<file path="src/inc/eau_pkg.sv">
/*
 Shared constants and types for the effective address unit.
 Assumes the decode stage presents a resolved addressing mode and
 class, and that the register file answers reads combinationally.
*/
`default_nettype none
package eau_pkg;
   localparam int ADDR_W = 24;
   localparam int REG_W = 32;
   localparam int WORD_W = 16;
   localparam int NREG = 8;
   localparam int SEL_W = 3;
   localparam int OPF_MSB = 15;
   localparam int OPF_LSB = 12;
   localparam int REGA_LSB = 4;
   localparam int REGB_LSB = 0;
   localparam int DSEL_W = 4;
   localparam int BITNUM_LSB = 4;
   localparam int BITNUM_W = 3;
   localparam int TRAP_LSB = 4;
   localparam int TRAP_W = 2;
   localparam int COND_LSB = 8;
   localparam int COND_W = 4;
   localparam logic [15:0] SHORT_ABS_FILL = 16'hffff;
   localparam logic [15:0] PTR_ZERO_FILL = 16'h0000;
   localparam logic [7:0] EXT_TOP_ZERO = 8'h00;
   localparam logic [REG_W-1:0] STEP_BYTE = 32'h0000_0001;
   localparam logic [REG_W-1:0] STEP_WORD = 32'h0000_0002;
   localparam logic [REG_W-1:0] STEP_LONG = 32'h0000_0004;
   localparam logic [ADDR_W-1:0] TRAP_VEC_BASE = 24'h000020;
   localparam logic [ADDR_W-1:0] TRAP_VEC_STEP = 24'h000004;
   localparam int MEM_STATES = 2;
   typedef enum logic [3:0] {
      EAU_REG_DIRECT, EAU_REG_IND, EAU_REG_DISP16, EAU_REG_DISP24,
      EAU_POST_INC, EAU_PRE_DEC, EAU_ABS8, EAU_ABS16, EAU_ABS24,
      EAU_IMM8, EAU_IMM16, EAU_IMM32, EAU_PC_REL8, EAU_PC_REL16, EAU_PTR_IND
   } eau_mode_e;
   typedef enum logic [1:0] {EAU_SZ_BYTE, EAU_SZ_WORD, EAU_SZ_LONG} eau_size_e;
   typedef enum logic [1:0] {EAU_CL_ALU, EAU_CL_MOVE, EAU_CL_BIT, EAU_CL_BRANCH} eau_class_e;
endpackage
`default_nettype wire

</file>
<file path="src/inc/eau_fld_if.sv">
/*
 Decoded instruction fields passed from the field splitter to the core.
 Assumes a single clock domain; carries only combinational values.
*/
`default_nettype none
interface eau_fld_if;
   import eau_pkg::*;
   logic [3:0] operation_field;
   logic [SEL_W-1:0] sel_a;
   logic [SEL_W-1:0] sel_b;
   logic [DSEL_W-1:0] dsel_b;
   logic [BITNUM_W-1:0] bit_imm;
   logic [TRAP_W-1:0] trap_imm;
   logic [COND_W-1:0] branch_condition_field;
   modport src (output operation_field, sel_a, sel_b, dsel_b, bit_imm, trap_imm, branch_condition_field);
   modport dst (input operation_field, sel_a, sel_b, dsel_b, bit_imm, trap_imm, branch_condition_field);
endinterface
`default_nettype wire

</file>
<file path="src/rtl/eau_fields.sv">
/*
 Splits the first instruction word into its fields.
 Assumes the word is already held stable by the decode stage.
*/
`default_nettype none
module eau_fields
   import eau_pkg::*;
(
   input wire logic [eau_pkg::WORD_W-1:0] first_word, // First instruction word
   eau_fld_if.src fld                                 // Decoded fields
);
   // Fixed slices; widths come from the package
   assign fld.operation_field = first_word[OPF_MSB:OPF_LSB]; // RULE_02
   assign fld.sel_a = first_word[REGA_LSB +: SEL_W]; // RULE_03
   assign fld.sel_b = first_word[REGB_LSB +: SEL_W];
   assign fld.dsel_b = first_word[REGB_LSB +: DSEL_W];
   assign fld.bit_imm = first_word[BITNUM_LSB +: BITNUM_W]; // RULE_14
   assign fld.trap_imm = first_word[TRAP_LSB +: TRAP_W]; // RULE_15
   assign fld.branch_condition_field = first_word[COND_LSB +: COND_W]; // RULE_22
endmodule
`default_nettype wire

</file>
<file path="src/rtl/eau_step.sv">
/*
 Size-dependent step helper for write-back modes; outputs stay 32 bits wide.
 Assumes pure combinational use inside the core.
*/
`default_nettype none
module eau_step
   import eau_pkg::*;
(
   input wire eau_pkg::eau_size_e size,                // Operand size
   input wire logic [eau_pkg::REG_W-1:0] reg_val,      // Address register
   output logic [eau_pkg::REG_W-1:0] inc_val,          // Register plus step
   output logic [eau_pkg::REG_W-1:0] dec_val           // Register minus step
);
   logic [REG_W-1:0] step;
   // Step is one, two or four by access size
   always_comb
   begin
      unique case (size)
         EAU_SZ_BYTE: step = STEP_BYTE;
         EAU_SZ_WORD: step = STEP_WORD;
         default: step = STEP_LONG;
      endcase
   end
   assign inc_val = reg_val + step; // RULE_08
   assign dec_val = reg_val - step; // RULE_09
endmodule
`default_nettype wire

</file>
<file path="src/rtl/eau_core.sv">
/*
 Effective address unit: takes a decoded instruction, reads registers
 and extension words, and hands address, size and write-back to the
 memory bus stage in one registered cycle.
 Assumes the register file answers reads combinationally and that the
 bus stage accepts when out_ready is high. Pointer reads for the
 pointer-indirect mode are issued through the same output and the
 longword comes back on ptr_data.
*/
// What this block does
// RULE_01 - Instructions are handled as whole 16-bit words.
// RULE_02 - Operation field taken from the first word's top four bits.
// RULE_03 - Register selectors are 3 bits for address, 3 or 4 for data.
// RULE_04 - 24-bit extensions are 32-bit values with a zero top byte.
// RULE_05 - Register direct picks byte half, word half or full register.
// RULE_06 - Register indirect address is the register's low 24 bits.
// RULE_07 - Displacement added, 16-bit one sign-extended, low 24 bits used.
// RULE_08 - Post-increment uses old address, then adds 1, 2 or 4.
// RULE_09 - Pre-decrement subtracts 1, 2 or 4 first, writes back, uses result.
// RULE_10 - Short absolute address fills upper 16 bits with ones.
// RULE_11 - 16-bit absolute address is sign-extended from bit 15.
// RULE_12 - 24-bit absolute address used unchanged.
// RULE_13 - Immediate operand comes from an 8, 16 or 32-bit field.
// RULE_14 - Some bit operations carry a 3-bit bit number in the code.
// RULE_15 - Software trap carries 2-bit field choosing the vector address.
// RULE_16 - PC relative: sign-extended 8/16-bit displacement plus next PC.
// RULE_17 - Pointer indirect reads a longword, drops top byte as target.
// RULE_18 - Pointer address has zero upper bits, range 0 to ff.
// RULE_19 - ALU ops only register/immediate; moves exclude PC relative and pointer.
// RULE_20 - Bit ops use register, indirect or short absolute; bit number reg or imm.
// RULE_21 - Every produced memory address is 24 bits.
// RULE_22 - Branch condition field selects the tested flag condition.
// RULE_23 - Memory accesses take two states on a 16-bit path.
// RULE_24 - Address, size and write-back leave together in one cycle.
`default_nettype none
module eau_core
   import eau_pkg::*;
#(
   parameter int ADDR_WIDTH = 24 // Effective address width
)
(
   input wire logic clk,                                  // System clock
   input wire logic sys_rst,                              // Async reset, high
   input wire logic clk_en,                               // Freezes state when low
   input wire logic in_valid,                             // Decoded instruction offered
   output logic in_ready,                                 // Unit can take one
   input wire logic [eau_pkg::WORD_W-1:0] first_word,     // First instruction word
   input wire logic [eau_pkg::REG_W-1:0] ext_word,        // Extension, zero-filled above
   input wire eau_pkg::eau_mode_e mode,                   // Addressing mode
   input wire eau_pkg::eau_size_e size,                   // Operand size
   input wire eau_pkg::eau_class_e op_class,              // Instruction class
   input wire logic bit_num_from_reg,                     // Bit number given by register
   input wire logic is_trap,                              // Software trap instruction
   input wire logic [eau_pkg::ADDR_W-1:0] next_pc,        // Address after this instruction
   output logic [eau_pkg::SEL_W-1:0] reg_rd_sel,          // Register file read select
   input wire logic [eau_pkg::REG_W-1:0] reg_rd_data,     // Register file read data
   output logic [eau_pkg::SEL_W-1:0] bit_rd_sel,          // Bit-number register select
   input wire logic [eau_pkg::REG_W-1:0] bit_rd_data,     // Bit-number register data
   input wire logic [eau_pkg::REG_W-1:0] ptr_data,        // Longword read at pointer
   input wire logic ptr_valid,                            // Pointer data present
   output logic out_valid,                                // Result valid
   input wire logic out_ready,                            // Bus stage accepts
   output logic [eau_pkg::ADDR_W-1:0] ea_q,               // Effective address
   output logic ea_is_mem_q,                              // Address targets memory
   output eau_pkg::eau_size_e size_q,                     // Operand size out
   output logic [eau_pkg::REG_W-1:0] operand_q,           // Register or immediate operand
   output logic wb_en_q,                                  // Register write-back request
   output logic [eau_pkg::SEL_W-1:0] wb_sel_q,            // Write-back register
   output logic [eau_pkg::REG_W-1:0] wb_val_q,            // Write-back value
   output logic [eau_pkg::BITNUM_W-1:0] bit_num_q,        // Selected bit number
   output logic [eau_pkg::COND_W-1:0] cond_q,             // Branch condition select
   output logic [eau_pkg::ADDR_W-1:0] trap_vec_q,         // Trap vector address
   output logic is_target_q,                              // ea_q is a branch target
   output logic mode_err_q,                               // Mode illegal for class
   output logic [1:0] mem_states_q                        // Bus states for access
);
   typedef enum logic [1:0] {EAU_IDLE, EAU_PTR_WAIT, EAU_OUT} eau_state_e;

   eau_fld_if fld();
   eau_state_e state_q;
   logic [REG_W-1:0] inc_val;
   logic [REG_W-1:0] dec_val;
   logic [REG_W-1:0] ea_full;
   logic [REG_W-1:0] opnd;
   logic [ADDR_W-1:0] ptr_addr;
   logic legal;
   logic take;
   logic wb_en_d;
   logic [REG_W-1:0] wb_val_d;
   logic is_mem_d;

   // Field extraction from the first word
   eau_fields u_fields
   (
      .first_word(first_word), // RULE_01
      .fld(fld)
   );

   // Step helper for post-increment and pre-decrement
   eau_step u_step
   (
      .size(size),
      .reg_val(reg_rd_data),
      .inc_val(inc_val),
      .dec_val(dec_val)
   );

   // Sign extension used by displacement and absolute forms
   function automatic logic [REG_W-1:0] sext16(input logic [15:0] v);
      sext16 = {{16{v[15]}}, v};
   endfunction

   function automatic logic [REG_W-1:0] sext8(input logic [7:0] v);
      sext8 = {{24{v[7]}}, v};
   endfunction

   // Register direct operand slice by size and data selector
   function automatic logic [REG_W-1:0] reg_slice(input logic [REG_W-1:0] r, input eau_size_e s,
                                                   input logic upper);
      reg_slice = '0;
      unique case (s)
         EAU_SZ_BYTE: reg_slice = upper ? {24'h000000, r[7:0]} : {24'h000000, r[15:8]};
         EAU_SZ_WORD: reg_slice = upper ? {16'h0000, r[31:16]} : {16'h0000, r[15:0]};
         default: reg_slice = r;
      endcase
   endfunction

   // Mode legality per class
   function automatic logic mode_ok(input eau_class_e c, input eau_mode_e m);
      mode_ok = 1'b0;
      unique case (c)
         EAU_CL_ALU: mode_ok = (m == EAU_REG_DIRECT) || (m == EAU_IMM8) || (m == EAU_IMM16)
                               || (m == EAU_IMM32); // RULE_19
         EAU_CL_MOVE: mode_ok = !((m == EAU_PC_REL8) || (m == EAU_PC_REL16) || (m == EAU_PTR_IND)); // RULE_19
         EAU_CL_BIT: mode_ok = (m == EAU_REG_DIRECT) || (m == EAU_REG_IND) || (m == EAU_ABS8); // RULE_20
         EAU_CL_BRANCH: mode_ok = (m == EAU_PC_REL8) || (m == EAU_PC_REL16) || (m == EAU_PTR_IND)
                                  || (m == EAU_REG_IND) || (m == EAU_ABS24);
      endcase
   endfunction

   // Address register from second field, data register may use 4 bits
   assign reg_rd_sel = (mode == EAU_REG_DIRECT) ? fld.dsel_b[SEL_W-1:0] : fld.sel_a; // RULE_03
   assign bit_rd_sel = fld.sel_a;
   assign legal = mode_ok(op_class, mode);
   assign ptr_addr = {PTR_ZERO_FILL, ext_word[7:0]}; // RULE_18
   assign in_ready = (state_q == EAU_IDLE) && clk_en;
   assign take = in_valid && in_ready;
   assign out_valid = (state_q == EAU_OUT);

   // Full-width address before truncation to 24 bits
   always_comb
   begin
      ea_full = '0;
      opnd = '0;
      wb_en_d = 1'b0;
      wb_val_d = '0;
      is_mem_d = 1'b1;
      unique case (mode)
         EAU_REG_DIRECT:
         begin
            opnd = reg_slice(reg_rd_data, size, fld.dsel_b[SEL_W]); // RULE_05
            is_mem_d = 1'b0;
         end
         EAU_REG_IND: ea_full = reg_rd_data; // RULE_06
         EAU_REG_DISP16: ea_full = reg_rd_data + sext16(ext_word[15:0]); // RULE_07
         EAU_REG_DISP24: ea_full = reg_rd_data + {EXT_TOP_ZERO, ext_word[23:0]}; // RULE_04 RULE_07
         EAU_POST_INC:
         begin
            ea_full = reg_rd_data; // RULE_08
            wb_en_d = 1'b1;
            wb_val_d = inc_val;
         end
         EAU_PRE_DEC:
         begin
            ea_full = dec_val; // RULE_09
            wb_en_d = 1'b1;
            wb_val_d = dec_val;
         end
         EAU_ABS8: ea_full = {8'h00, SHORT_ABS_FILL, ext_word[7:0]}; // RULE_10
         EAU_ABS16: ea_full = sext16(ext_word[15:0]); // RULE_11
         EAU_ABS24: ea_full = {EXT_TOP_ZERO, ext_word[23:0]}; // RULE_12
         EAU_IMM8:
         begin
            opnd = {24'h000000, ext_word[7:0]}; // RULE_13
            is_mem_d = 1'b0;
         end
         EAU_IMM16:
         begin
            opnd = {16'h0000, ext_word[15:0]}; // RULE_13
            is_mem_d = 1'b0;
         end
         EAU_IMM32:
         begin
            opnd = ext_word; // RULE_13
            is_mem_d = 1'b0;
         end
         EAU_PC_REL8: ea_full = {8'h00, next_pc} + sext8(ext_word[7:0]); // RULE_16
         EAU_PC_REL16: ea_full = {8'h00, next_pc} + sext16(ext_word[15:0]); // RULE_16
         EAU_PTR_IND: ea_full = {8'h00, ptr_addr}; // RULE_18
      endcase
   end

   // Handshake sequencing; pointer mode waits for the longword
   always_ff @(posedge clk or posedge sys_rst)
   begin
      if (sys_rst)
         state_q <= EAU_IDLE;
      else if (clk_en)
      begin
         unique case (state_q)
            EAU_IDLE:
               if (take)
                  state_q <= (mode == EAU_PTR_IND && legal) ? EAU_PTR_WAIT : EAU_OUT;
            EAU_PTR_WAIT:
               if (ptr_valid)
                  state_q <= EAU_OUT;
            EAU_OUT:
               if (out_ready)
                  state_q <= EAU_IDLE;
            default: state_q <= EAU_IDLE;
         endcase
      end
   end

   // Result registers load together on take; in pointer mode ea_q and is_target_q load again when ptr_valid arrives
   always_ff @(posedge clk or posedge sys_rst)
   begin
      if (sys_rst)
      begin
         ea_q <= '0;
         ea_is_mem_q <= 1'b0;
         size_q <= EAU_SZ_BYTE;
         operand_q <= '0;
         wb_en_q <= 1'b0;
         wb_sel_q <= '0;
         wb_val_q <= '0;
         is_target_q <= 1'b0;
         mode_err_q <= 1'b0;
      end
      else if (clk_en && take)
      begin
         ea_q <= ea_full[ADDR_WIDTH-1:0]; // RULE_21 RULE_24
         ea_is_mem_q <= is_mem_d && legal && (mode != EAU_PTR_IND);
         size_q <= (mode == EAU_PTR_IND) ? EAU_SZ_LONG : size;
         operand_q <= opnd;
         wb_en_q <= wb_en_d && legal; // RULE_24
         wb_sel_q <= fld.sel_a;
         wb_val_q <= wb_val_d;
         is_target_q <= (op_class == EAU_CL_BRANCH) && (mode != EAU_PTR_IND);
         mode_err_q <= !legal;
      end
      else if (clk_en && state_q == EAU_PTR_WAIT && ptr_valid)
      begin
         // First byte of the pointer longword is discarded
         ea_q <= ptr_data[ADDR_W-1:0]; // RULE_17
         is_target_q <= 1'b1;
      end
   end

   // Side fields: bit number, condition, trap vector
   always_ff @(posedge clk or posedge sys_rst)
   begin
      if (sys_rst)
      begin
         bit_num_q <= '0;
         cond_q <= '0;
         trap_vec_q <= '0;
      end
      else if (clk_en && take)
      begin
         bit_num_q <= bit_num_from_reg ? bit_rd_data[BITNUM_W-1:0] : fld.bit_imm; // RULE_14 RULE_20
         cond_q <= fld.branch_condition_field; // RULE_22
         trap_vec_q <= is_trap ? TRAP_VEC_BASE + {20'h00000, fld.trap_imm, 2'b00} : '0; // RULE_15
      end
   end

   // Two-state on-chip memory access over the 16-bit path
   always_ff @(posedge clk or posedge sys_rst)
   begin
      if (sys_rst)
         mem_states_q <= '0;
      else if (clk_en && take)
         mem_states_q <= 2'(MEM_STATES); // RULE_23
   end
endmodule
`default_nettype wire

</file>
<file path="config.mk">
export PLATFORM = sky130hd
export DESIGN_NAME = eau_core
export DESIGN_NICKNAME = d
export VERILOG_FILES = /design/src/inc/eau_pkg.sv /design/src/inc/eau_fld_if.sv /design/src/rtl/eau_fields.sv /design/src/rtl/eau_step.sv /design/src/rtl/eau_core.sv
export SDC_FILE = /design/constraint.sdc
export NUM_CORES = 1
export LEC_CHECK = 0
export BUFFER_PORTS_ARGS = -buffer_cell sky130_fd_sc_hd__buf_2
export CORE_MARGIN = 2
export CORE_UTILIZATION = 48
export CTS_BUF_LIST = sky130_fd_sc_hd__clkbuf_8 sky130_fd_sc_hd__clkbuf_16
export CTS_CLUSTER_DIAMETER = 150
export DETAILED_ROUTE_END_ITERATION = 8
export PLACE_DENSITY_LB_ADDON = 0.25
export SETUP_SLACK_MARGIN = 0.02
export SYNTH_ARGS = -nofsm -noshare
export SYNTH_HDL_FRONTEND = slang
export SYNTH_SLANG_ARGS = --single-unit
export TNS_END_PERCENT = 100
</file>
<file path="constraint.sdc">
create_clock -name clk -period 3.6 [get_ports clk]
set_input_delay 0.72 -clock clk [delete_from_list [all_inputs] [get_ports clk]]
set_output_delay 0.72 -clock clk [all_outputs]
set_load 0.02 [all_outputs]
</file>
==> results.ini, run 1 <==
[global_routing]
gr-total-overflow = 0
grt_max_degree = 111
antenna_found_initial = 0
grt_use_total_pct = 35.13
grt_pass1_wl_mm = 61.81
grt_pass1_vias = 11100

[sta]
fin_crit_ps = 3395
slew_headroom_pct = 36.74
worst_slew_pin_slew_ps = 949.0
finalSetupViolations = 0
finalCritPeriodShare_pct = 94.32
finClkSkew_ps = 14.82
drv_slew = 0
fmax_ghz = 0.2945
timing_hold_violations_final = 0
rsz0062_at_grt = false

[critical_path]
end_kind = register
cpMostUsedCell = a21oi_1
critPathBufInv = 2
crit_type = input pin to register
critical_path_required_ps = 3880
r2r_setup_slack_ps = 1150
path_delay_family = compound AO/OA/AOI/OAI gates
start_kind = input pin
max_stage_delay_ps = 370
crit_chain = buf_2, inv_2, and3_1, a21boi_2, a31o_2, ha_1, a21oi_1, o21ai_0, a211oi_2, o211ai_1, a21oi_1, o2111a_1, nor2_1, a221oi_1
critPathSlowestCell = a21oi_1
critPathMaxFanout = 7
critPathArrivalTime_ps = 3670

[route]
wl_met2_mm = 18.08
drt_iter0_markers = 1294
dr.pass1.iters = 5
drt_wl_total_mm = 41.15
viasPerCell = 6.158
wl_met1_mm = 18.09
ant_nets = 0
dr.max_layer_used = met4
wl_met3_mm = 3.685
routed-via-count = 12240
wire_per_inst_um = 20.70
drc = 0

[clock_network]
clock_sinks = 110
numCtsBuffers = 9
tritoncts = yes
htreeDepth = 3
cts.clk_slew.worst_paths_ps = 90
cts_setup_buffers = 0
clk_latency_ps = 370
clock_path_buffers = 2
cts_root_buf = clkbuf_16
cts_resized = 0
holdBufCountCts = 0

[power]
switching_share_pct = 44.05
ir_drop_mv = 0.2029
power.total_mw = 5.573
p_clk_share_pct = 18.9
p_comb_share_pct = 48.0
p_sw_mw = 2.455
internal-power_mw = 3.118
seq_power_share_pct = 33.2
p_leak_nw = 6.106
pwr_density_cell_nw_per_um2 = 426.8

[logic_synthesis]
synth-edff-count = 0
synth_top_area_share_pct = 26.47
syn_inst = 1396
synthArstFlopShare_pct = 100.0
synthDistinctLibCells = 87
synth-seq-cells = 110
syn_area_per_cell_sq_um = 7.450
synth_top_area_cell = dfrtp_1
netlist_area_sq_um = 10400
ys_top_cells_by_area = dfrtp_1 (26%), nand2_1 (7.1%), o21ai_0 (6.7%)
synth_flop_cell = dfrtp_1
yosysWarnings = 0
ys_seq_area_share_pct = 26.47
synth_common_cells = nand2_1 (198), o21ai_0 (139), a21oi_1 (112)
yosysMostFrequentCell = nand2_1

[finish]
fill_cells = 2009
drive_above_1_share_pct = 27.50
final_core_util_pct = 61.73
fin_area_sq_um = 13060
antenna_cells = 0
finalNetCount = 1949
syn2layout_area_growth_pct = 25.55

[flow_run]
drv_cap = 0

[die]
die_w_um = 151.2
start_util_pct = 49.16
rows = 53
io-pin-count = 322
dieArea_sq_um = 22860
fp.dieH_um = 151.2
core_sq_um = 21150

[placement]
detailed_place_hpwl_mm = 32.41
place.gp.congestion = 0.9930
postPlaceCellArea_sq_um = 12750
port_buffers = 257

[min_path]
holdCritPathClass = register to register

[run_status]
status = finished clean

## cell type report
| type | instances | area (sq um) | share of cell area [%] |
|---|---|---|---|
| Tap cell | 275 | 344.1 | 2.635 |
| Clock buffer | 10 | 239.0 | 1.830 |
| Clock inverter | 6 | 62.56 | 0.4791 |
| Multi-Input combinational cell | 1145 | 7087 | 54.27 |
| Sequential cell | 110 | 2753 | 21.08 |
| Inverter | 35 | 135.1 | 1.035 |
| Timing Repair Buffer | 407 | 2437 | 18.67 |
## power groups by stage
stage	registers (mW)	logic, mW	clock network (mW)
3_5_place_dp	1.86	2.65	0
2_1_floorplan	2.31	1.17	0
5_1_grt	1.89	2.90	1.11
4_1_cts	1.84	2.66	1.07
6_report	1.85	2.67	1.05
3_3_place_gp	1.86	2.62	0
## registers in the layout, summed over array words and instances, names as in the netlist, 2 cells and up
register,count
operand_q,32
trap_vec_q,3
ea_q,24
bit_num_q,3
cond_q,4
size_q,2
wb_sel_q,3
wb_val_q,32
state_q,2
## worst register-to-register path: stages, from the launching register on
cell      delay (ps)
dfrtp_1          440
nor3b_1          460
nand2_4          260
o21ai_0          310
o211ai_1         170
a311o_1          380
a221oi_1         230
a211oi_1          80
## per-layer routing
metal / global-route usage (%) / vias up
li1: - / 5731
met4: 11.87 / 0
met1: 50.50 / 5710
met5: 0 / -
met3: 4.910 / 95
met2: 54.14 / 706
## per-stage QoR
step	std cells	worst slack [ps]	hold WS, ps	setup TNS (ps)
2_1_floorplan	1417	-93.10	472.7	-317.7
6_report	1988	204.7	463.6	0
4_1_cts	1988	208.2	469.7	0
5_1_grt	1988	30.15	494.8	0
3_3_place_gp	1972	-167.2	443.8	-483.9
3_5_place_dp	1972	-177.0	447.0	-762.9
## cells in the final DEF, fill, tap and decap left out, drive strengths merged, types with 15 or more instances in the layout
cell type | Yosys | final
mux2i | 15 | 15
xnor2 | 36 | 36
xor2 | 16 | 16
a22oi | 25 | 25
a21oi | 112 | 112
buf | 37 | 407
conb | 1 | 22
a211oi | 15 | 15
a21o | 25 | 25
ha | 53 | 53
nor2 | 101 | 101
o221ai | 17 | 17
a31oi | 22 | 22
o22ai | 17 | 17
a221oi | 21 | 21
inv | 35 | 37
nand4 | 17 | 17
o21ai | 141 | 141
nor3 | 46 | 46
dfrtp | 110 | 110
nand3 | 42 | 42
nand2 | 198 | 198
## worst paths after layout
path                                        end       startpoint  cells past startpoint
worst max-delay path                   ea_q[18]          mode[1]                     14
worst min-delay path            mem_states_q[1]  mem_states_q[1]                      1
worst min register to register  mem_states_q[1]  mem_states_q[1]                      1
max in group asynchronous            state_q[0]          sys_rst                      3
worst max register to register         ea_q[15]       state_q[1]                      7
min in group asynchronous         operand_q[21]          sys_rst                      3
## cell families (layout without fill, tap and decap cells)
kind of cell | Yosys count | in the layout | synth area share, %
multiplexers | 19 | 19 | 1.877
AND/OR/NAND/NOR | 493 | 493 | 22.02
other | 1 | 22 | 0.03606
adder cells (fa/ha/maj) | 57 | 57 | 7.146
buffers and inverters | 162 | 458 | 6.845
flip-flops | 110 | 110 | 26.47
XOR/XNOR | 52 | 52 | 4.379
AO/OA/AOI/OAI | 502 | 502 | 31.23
Power figures use the tool's default switching activity.
==> inputs of run 2 (changes only) <==
--- a/config.mk
+++ b/config.mk
@@ -6,7 +6,7 @@
 export NUM_CORES = 1
 export LEC_CHECK = 0
 export BUFFER_PORTS_ARGS = -buffer_cell sky130_fd_sc_hd__buf_2
-export CORE_MARGIN = 2
+export CORE_MARGIN = 3
 export CORE_UTILIZATION = 48
 export CTS_BUF_LIST = sky130_fd_sc_hd__clkbuf_8 sky130_fd_sc_hd__clkbuf_16
 export CTS_CLUSTER_DIAMETER = 150
==> run 2 against run 1 <==
Net effect:
- cell count is 0.15% higher
- sequential cell count stayed put
- non-clock buffer count is 3 higher
- total power is 0.67% higher
- global-route usage is 0.23 points lower
- setup slack worse by 79 ps
- first-iteration DRC count is 1.1% lower
- clock skew is 3.4 ps lower
- register-to-register slack worse by 30 ps
- hold slack better by 6.6 ps
==> results.ini, run 2 (synthesis results as in run 1) <==
[run_status]
status = finished clean

[power]
pwr_density_cell_nw_per_um2 = 426.5  ; about the same
internal-power_mw = 3.111  ; -0.25%
switching_share_pct = 44.56  ; +0.51 points
ir_drop_mv = 0.2382  ; +17%
p_leak_nw = 6.152  ; +0.75%
p_comb_share_pct = 48.2  ; +0.2 points
seq_power_share_pct = 32.9  ; -0.3 points
p_clk_share_pct = 18.9  ; about the same
p_sw_mw = 2.500  ; +1.8%

[finish]
antenna_cells = 0  ; unchanged
largest_registers = operand_q x32, wb_val_q x32, ea_q x24
fin_cells = 1991  ; +0.15%
finalNetCount = 1952  ; +0.15%
final_common_cell = buf_2
syn2layout_area_growth_pct = 26.49
drive_above_1_share_pct = 27.97  ; +0.48 points
most-common-layout-cells = buf_2 (257), nand2_1 (197), buf_4 (148)

[sta]
hold_ws_ps = 470.2  ; +6.574 ps
finClkSkew_ps = 11.39  ; -3.427 ps
timing_hold_violations_final = 0  ; unchanged
fin_crit_ps = 3475  ; +79.38 ps
rsz0062_at_grt = false
drv_slew = 0  ; unchanged
worst_slew_pin_slew_ps = 950.6  ; +1.677 ps
slew_headroom_pct = 36.14  ; -0.60 points
finalSetupViolations = 0  ; unchanged
fmax_ghz = 0.2878  ; -2.3%
finalCritPeriodShare_pct = 96.52  ; +2.2 points

[route]
drt_iter0_markers = 1280  ; -1.1%
drc = 0  ; unchanged
dr.pass1.iters = 6  ; +1
viasPerCell = 6.224  ; +1.1%
wire_per_inst_um = 21.19  ; +2.4%
drt_wl_total_mm = 42.19  ; +2.5%
routed-via-count = 12390  ; +1.2%
ant_nets = 0  ; unchanged

[critical_path]
critPathSlowestCell = o21ai_0
crit_type = input pin to register
end_kind = register
crit_chain = buf_2, inv_2, and3_2, buf_4, a31o_2, ha_1, nand3_1, buf_4, a21oi_1, a211oi_2, o21ai_0, a21oi_2, and3b_1, o21ai_0, a32oi_1
critPathArrivalTime_ps = 3710  ; +40 ps
critPathMaxFanout = 7  ; unchanged
max_stage_delay_ps = 460  ; +90 ps
critical_path_required_ps = 3830  ; -50 ps
start_kind = input pin

[die]
die_w_um = 153.2  ; +1.3%
rows = 53  ; unchanged
dieArea_sq_um = 23470  ; +2.7%
fp.dieH_um = 153.2  ; +1.3%
start_util_pct = 49.16  ; unchanged
core_sq_um = 21150  ; unchanged
io-pin-count = 322  ; unchanged

[global_routing]
grt_pass1_wl_mm = 65.76  ; +6.4%
grt_use_total_pct = 34.91  ; -0.23 points
grt_pass1_vias = 11720  ; +5.6%
antenna_found_initial = 0  ; unchanged
grt_max_degree = 111  ; unchanged
gr-total-overflow = 0  ; unchanged

[clock_network]
cts.clk_slew.worst_paths_ps = 80  ; about the same
clk_latency_ps = 380  ; about the same
cts_setup_buffers = 0  ; unchanged
clock_sinks = 110  ; unchanged
tritoncts = yes
htreeDepth = 3  ; unchanged
cts_root_buf = clkbuf_16
clock_path_buffers = 2  ; unchanged
numCtsBuffers = 9  ; unchanged

[placement]
port_buffers = 257  ; unchanged
dp.cells = 1975  ; +0.15%
detailed_place_hpwl_mm = 32.62  ; +0.65%
place.gp.congestion = 1.008  ; +1.5%

[min_path]
holdCritPathClass = register to register

[flow_run]
drv_cap = 0  ; unchanged

[run 2: cell type report]
| type | instances | area (sq um) |
|---|---|---|
| clock buffer | 9 | 225.2 |
| clock inverter | 7 | 71.32 |
| fill | 1968 | 7999 |
| timing repair buffer | 410 | 2489 |
| tap | 275 | 344.1 |
| sequential | 110 | 2753 |
| inverter | 35 | 135.1 |
| multi-input combinational | 1145 | 7138 |
[run 2: worst max-delay path, delay by kind of cell]
kind	cells	cell delay, ps
adders and majority gates	1	310
buffers and inverters	4	530
AOI/OAI and AO/OA	7	1520
and+or+nand+nor	3	620
[run 2: path summary, 6_finish.rpt]
| kind | from | end | slack (ps) | cells after the start |
|---|---|---|---|---|
| min | mem_states_q[1] | mem_states_q[1] | 470 | 1 |
| min in group asynchronous | sys_rst | operand_q[27] | 500 | 3 |
| min reg2reg | mem_states_q[1] | mem_states_q[1] | 470 | 1 |
| max in group asynchronous | sys_rst | cond_q[1] | 2610 | 3 |
| max reg2reg | state_q[1] | ea_q[10] | 1120 | 8 |
| max | mode[1] | ea_q[20] | 130 | 15 |
[run 2: power by group through the flow]
stage                     logic, mW  registers (mW)  clock network (mW)
after floorplan                1.17            2.31                   0
after global placement         2.63            1.85                   0
after detailed placement       2.67            1.87                   0
after CTS                      2.68            1.84                1.07
after global routing           2.93            1.89                1.12
final                          2.71            1.84                1.06
[run 2: repair_timing]
item	CTS	global route
endpoints found under the setup margin	0	6
hold buffers	0	0
gates resized for setup	0	15
[run 2: through the flow]
step	setup TNS [ps]	area, sq um	worst slack, ps	power, mW	utilization [%]
after global placement	-1622	12800	-222.2	4.481	60.50
after floorplan	-317.7	10540	-93.10	3.479	-
after global routing	0	13160	18.75	5.941	62.19
after detailed placement	-2021	12800	-289.6	4.540	60.50
final	0	13160	125.3	5.611	62.19
after CTS	0	13100	90.63	5.593	61.90
[run 2: layer usage]
layer  wire (um)  global-route usage (%)  vias to the layer above
met2       18610                   53.55                      720
met4        1377                   12.30                        0
met3        4254                   5.294                      112
li1            -                       -                     5737
met5           0                       0                        -
met1       17950                   50.22                     5822
==> inputs of run 3 (changes only) <==
--- a/config.mk
+++ b/config.mk
@@ -6,7 +6,7 @@
 export NUM_CORES = 1
 export LEC_CHECK = 0
 export BUFFER_PORTS_ARGS = -buffer_cell sky130_fd_sc_hd__buf_2
-export CORE_MARGIN = 3
+export CORE_MARGIN = 4
 export CORE_UTILIZATION = 48
 export CTS_BUF_LIST = sky130_fd_sc_hd__clkbuf_8 sky130_fd_sc_hd__clkbuf_16
 export CTS_CLUSTER_DIAMETER = 150
==> run 3 against run 2 <==
Net effect:
- critical endpoint is now ea_q[22]
- fmax increased by 1.5%
- hold slack got worse by 160 ps
- sequential cell count unchanged
- clock skew about the same
- critical path type unchanged
- register-to-register slack got worse by 130 ps
- combinational power about the same
- non-clock buffer count decreased by 12
- setup slack improved by 53 ps
- clock power about the same
- global-route usage decreased by 1.8 points
- die area increased by 2.6%
==> results.ini, run 3 (synthesis results as in run 1) <==
[critical_path]
critPathArrivalTime_ps = 3690  ; -20 ps
start_kind = input pin
critPathMaxFanout = 8  ; +1
end_kind = register
critical_path_required_ps = 3870  ; +40 ps
crit_type = input pin to register

[finish]
finalNetCount = 1940  ; -0.61%
fill_cells = 1985  ; +0.86%
fin_cells = 1979  ; -0.60%
largest_registers = operand_q x32, wb_val_q x32, ea_q x24
antenna_cells = 0  ; unchanged
most-common-layout-cells = buf_2 (257), nand2_1 (197), buf_4 (139)
fin_area_sq_um = 13020  ; -1.0%
drive_above_1_share_pct = 27.23  ; -0.74 points
seq_area_sq_um = 2753  ; unchanged
syn2layout_area_growth_pct = 25.17
multi_input_area_sq_um = 7116  ; -0.32%
final_core_util_pct = 61.54  ; -0.65 points
final_common_cell = buf_2

[clock_network]
holdBufCountCts = 0  ; unchanged
cts_resized = 0  ; unchanged
cts_setup_buffers = 0  ; unchanged
cts_root_buf = clkbuf_16
numCtsBuffers = 9  ; unchanged
clock_path_buffers = 2  ; unchanged
tritoncts = yes
clk_latency_ps = 380  ; about the same
clock_sinks = 110  ; unchanged
htreeDepth = 3  ; unchanged
cts.clk_slew.worst_paths_ps = 80  ; about the same

[power]
power.total_mw = 5.601  ; -0.18%
ir_drop_mv = 0.1962  ; -18%
p_leak_nw = 6.070  ; -1.3%
pwr_density_cell_nw_per_um2 = 430.2  ; +0.88%

[route]
viasPerCell = 6.157  ; -1.1%
drt_iter0_markers = 1173  ; -8.4%
ant_nets = 0  ; unchanged
drc = 0  ; unchanged
drt_wl_total_mm = 41.49  ; -1.7%
dr.pass1.iters = 5  ; -1
wire_per_inst_um = 20.96  ; -1.1%
routed-via-count = 12190  ; -1.7%

[min_path]
holdCritPathClass = input pin to async pin

[die]
io-pin-count = 322  ; unchanged
dieArea_sq_um = 24090  ; +2.6%
fp.dieH_um = 155.2  ; +1.3%
start_util_pct = 49.16  ; unchanged
die_w_um = 155.2  ; +1.3%
rows = 53  ; unchanged
core_sq_um = 21150  ; unchanged

[placement]
pre_cts_slack_ps = -303.2  ; -13.64 ps
postPlaceCellArea_sq_um = 12680  ; -0.93%
detailed_place_hpwl_mm = 32.38  ; -0.72%
place.gp.congestion = 0.9770  ; -3.1%
dp.cells = 1963  ; -0.61%
port_buffers = 257  ; unchanged

[sta]
finalCritPeriodShare_pct = 95.05  ; -1.5 points
hold_ws_ps = 312.8  ; -157.4 ps
worst_slew_pin_slew_ps = 850.6  ; -100.1 ps
finClkSkew_ps = 11.69  ; +0.3028 ps
fmax_ghz = 0.2922  ; +1.5%
finalWorstSetupSlack_ps = 178.1  ; +52.84 ps
slew_headroom_pct = 42.86  ; +6.7 points
rsz0062_at_grt = false
timing_hold_violations_final = 0  ; unchanged
finalSetupViolations = 0  ; unchanged
drv_slew = 0  ; unchanged
fin_crit_ps = 3422  ; -52.84 ps
setup-tns-final_ps = 0  ; unchanged

[global_routing]
gr-total-overflow = 0  ; unchanged
grt_max_degree = 88  ; -21%
grt_pass1_wl_mm = 63.76  ; -3.1%
antenna_found_initial = 0  ; unchanged
grt_use_total_pct = 33.13  ; -1.8 points
grt_pass1_vias = 11420  ; -2.6%

[run_status]
status = finished clean

[flow_run]
drv_cap = 0  ; unchanged

-- run 3: cell count changes in the layout (fill, tap and decap cells not counted), moves of 2 or more --
cell / before / now
clkinvlp_4: 1 / 3
buf_4: 148 / 139
inv_8: 0 / 2
a2111oi_2: 3 / 1
inv_6: 3 / 0
buf_12: 4 / 2
o21ai_1: 2 / 4
clkinv_8: 2 / 0
o311ai_1: 2 / 0
-- run 3: worst paths after layout --
path                            cells past startpoint             to     startpoint  slack [ps]
worst min register to register                      2  trap_vec_q[3]  trap_vec_q[3]         470
min in group clk                                    2  trap_vec_q[3]  trap_vec_q[3]         470
worst min-delay path                                2  operand_q[27]        sys_rst         310
worst max-delay path                               14       ea_q[22]        mode[1]         180
max in group asynchronous                           3   wb_val_q[10]        sys_rst        2250
worst max register to register                      7       ea_q[15]     state_q[1]         990
-- run 3: power breakdown --
group          internal [mW]  switching [mW]
logic                  0.989            1.69
registers               1.62           0.225
clock network          0.547           0.532
-- run 3: per-layer routing --
layer / global-route usage [%] / part of all wire, % / vias up
met3: 5.174 / 9.5 / 100
li1: - / - / 5710
met5: 0 / 0 / -
met4: 11.71 / 3.0 / 0
met2: 51.29 / 45 / 671
met1: 47.16 / 43 / 5704
-- run 3: critical path: stages --
cell and delay [ps]:
buf_2 120, inv_2 40, and3_2 280, buf_4 190, a31o_2 250, ha_1 320
a21oi_1 180, o21ai_0 130, a211oi_2 340, o21ai_0 230, a21oi_1 290, mux2i_1 140
and3_1 190, a221oi_1 250
-- run 3: cell type report --
cell class	count	area share, %
Clock inverter	7	0.5767
Multi-Input combinational cell	1145	54.66
Inverter	35	1.038
Sequential cell	110	21.15
Clock buffer	9	1.730
Tap cell	275	2.643
Timing Repair Buffer	398	18.20
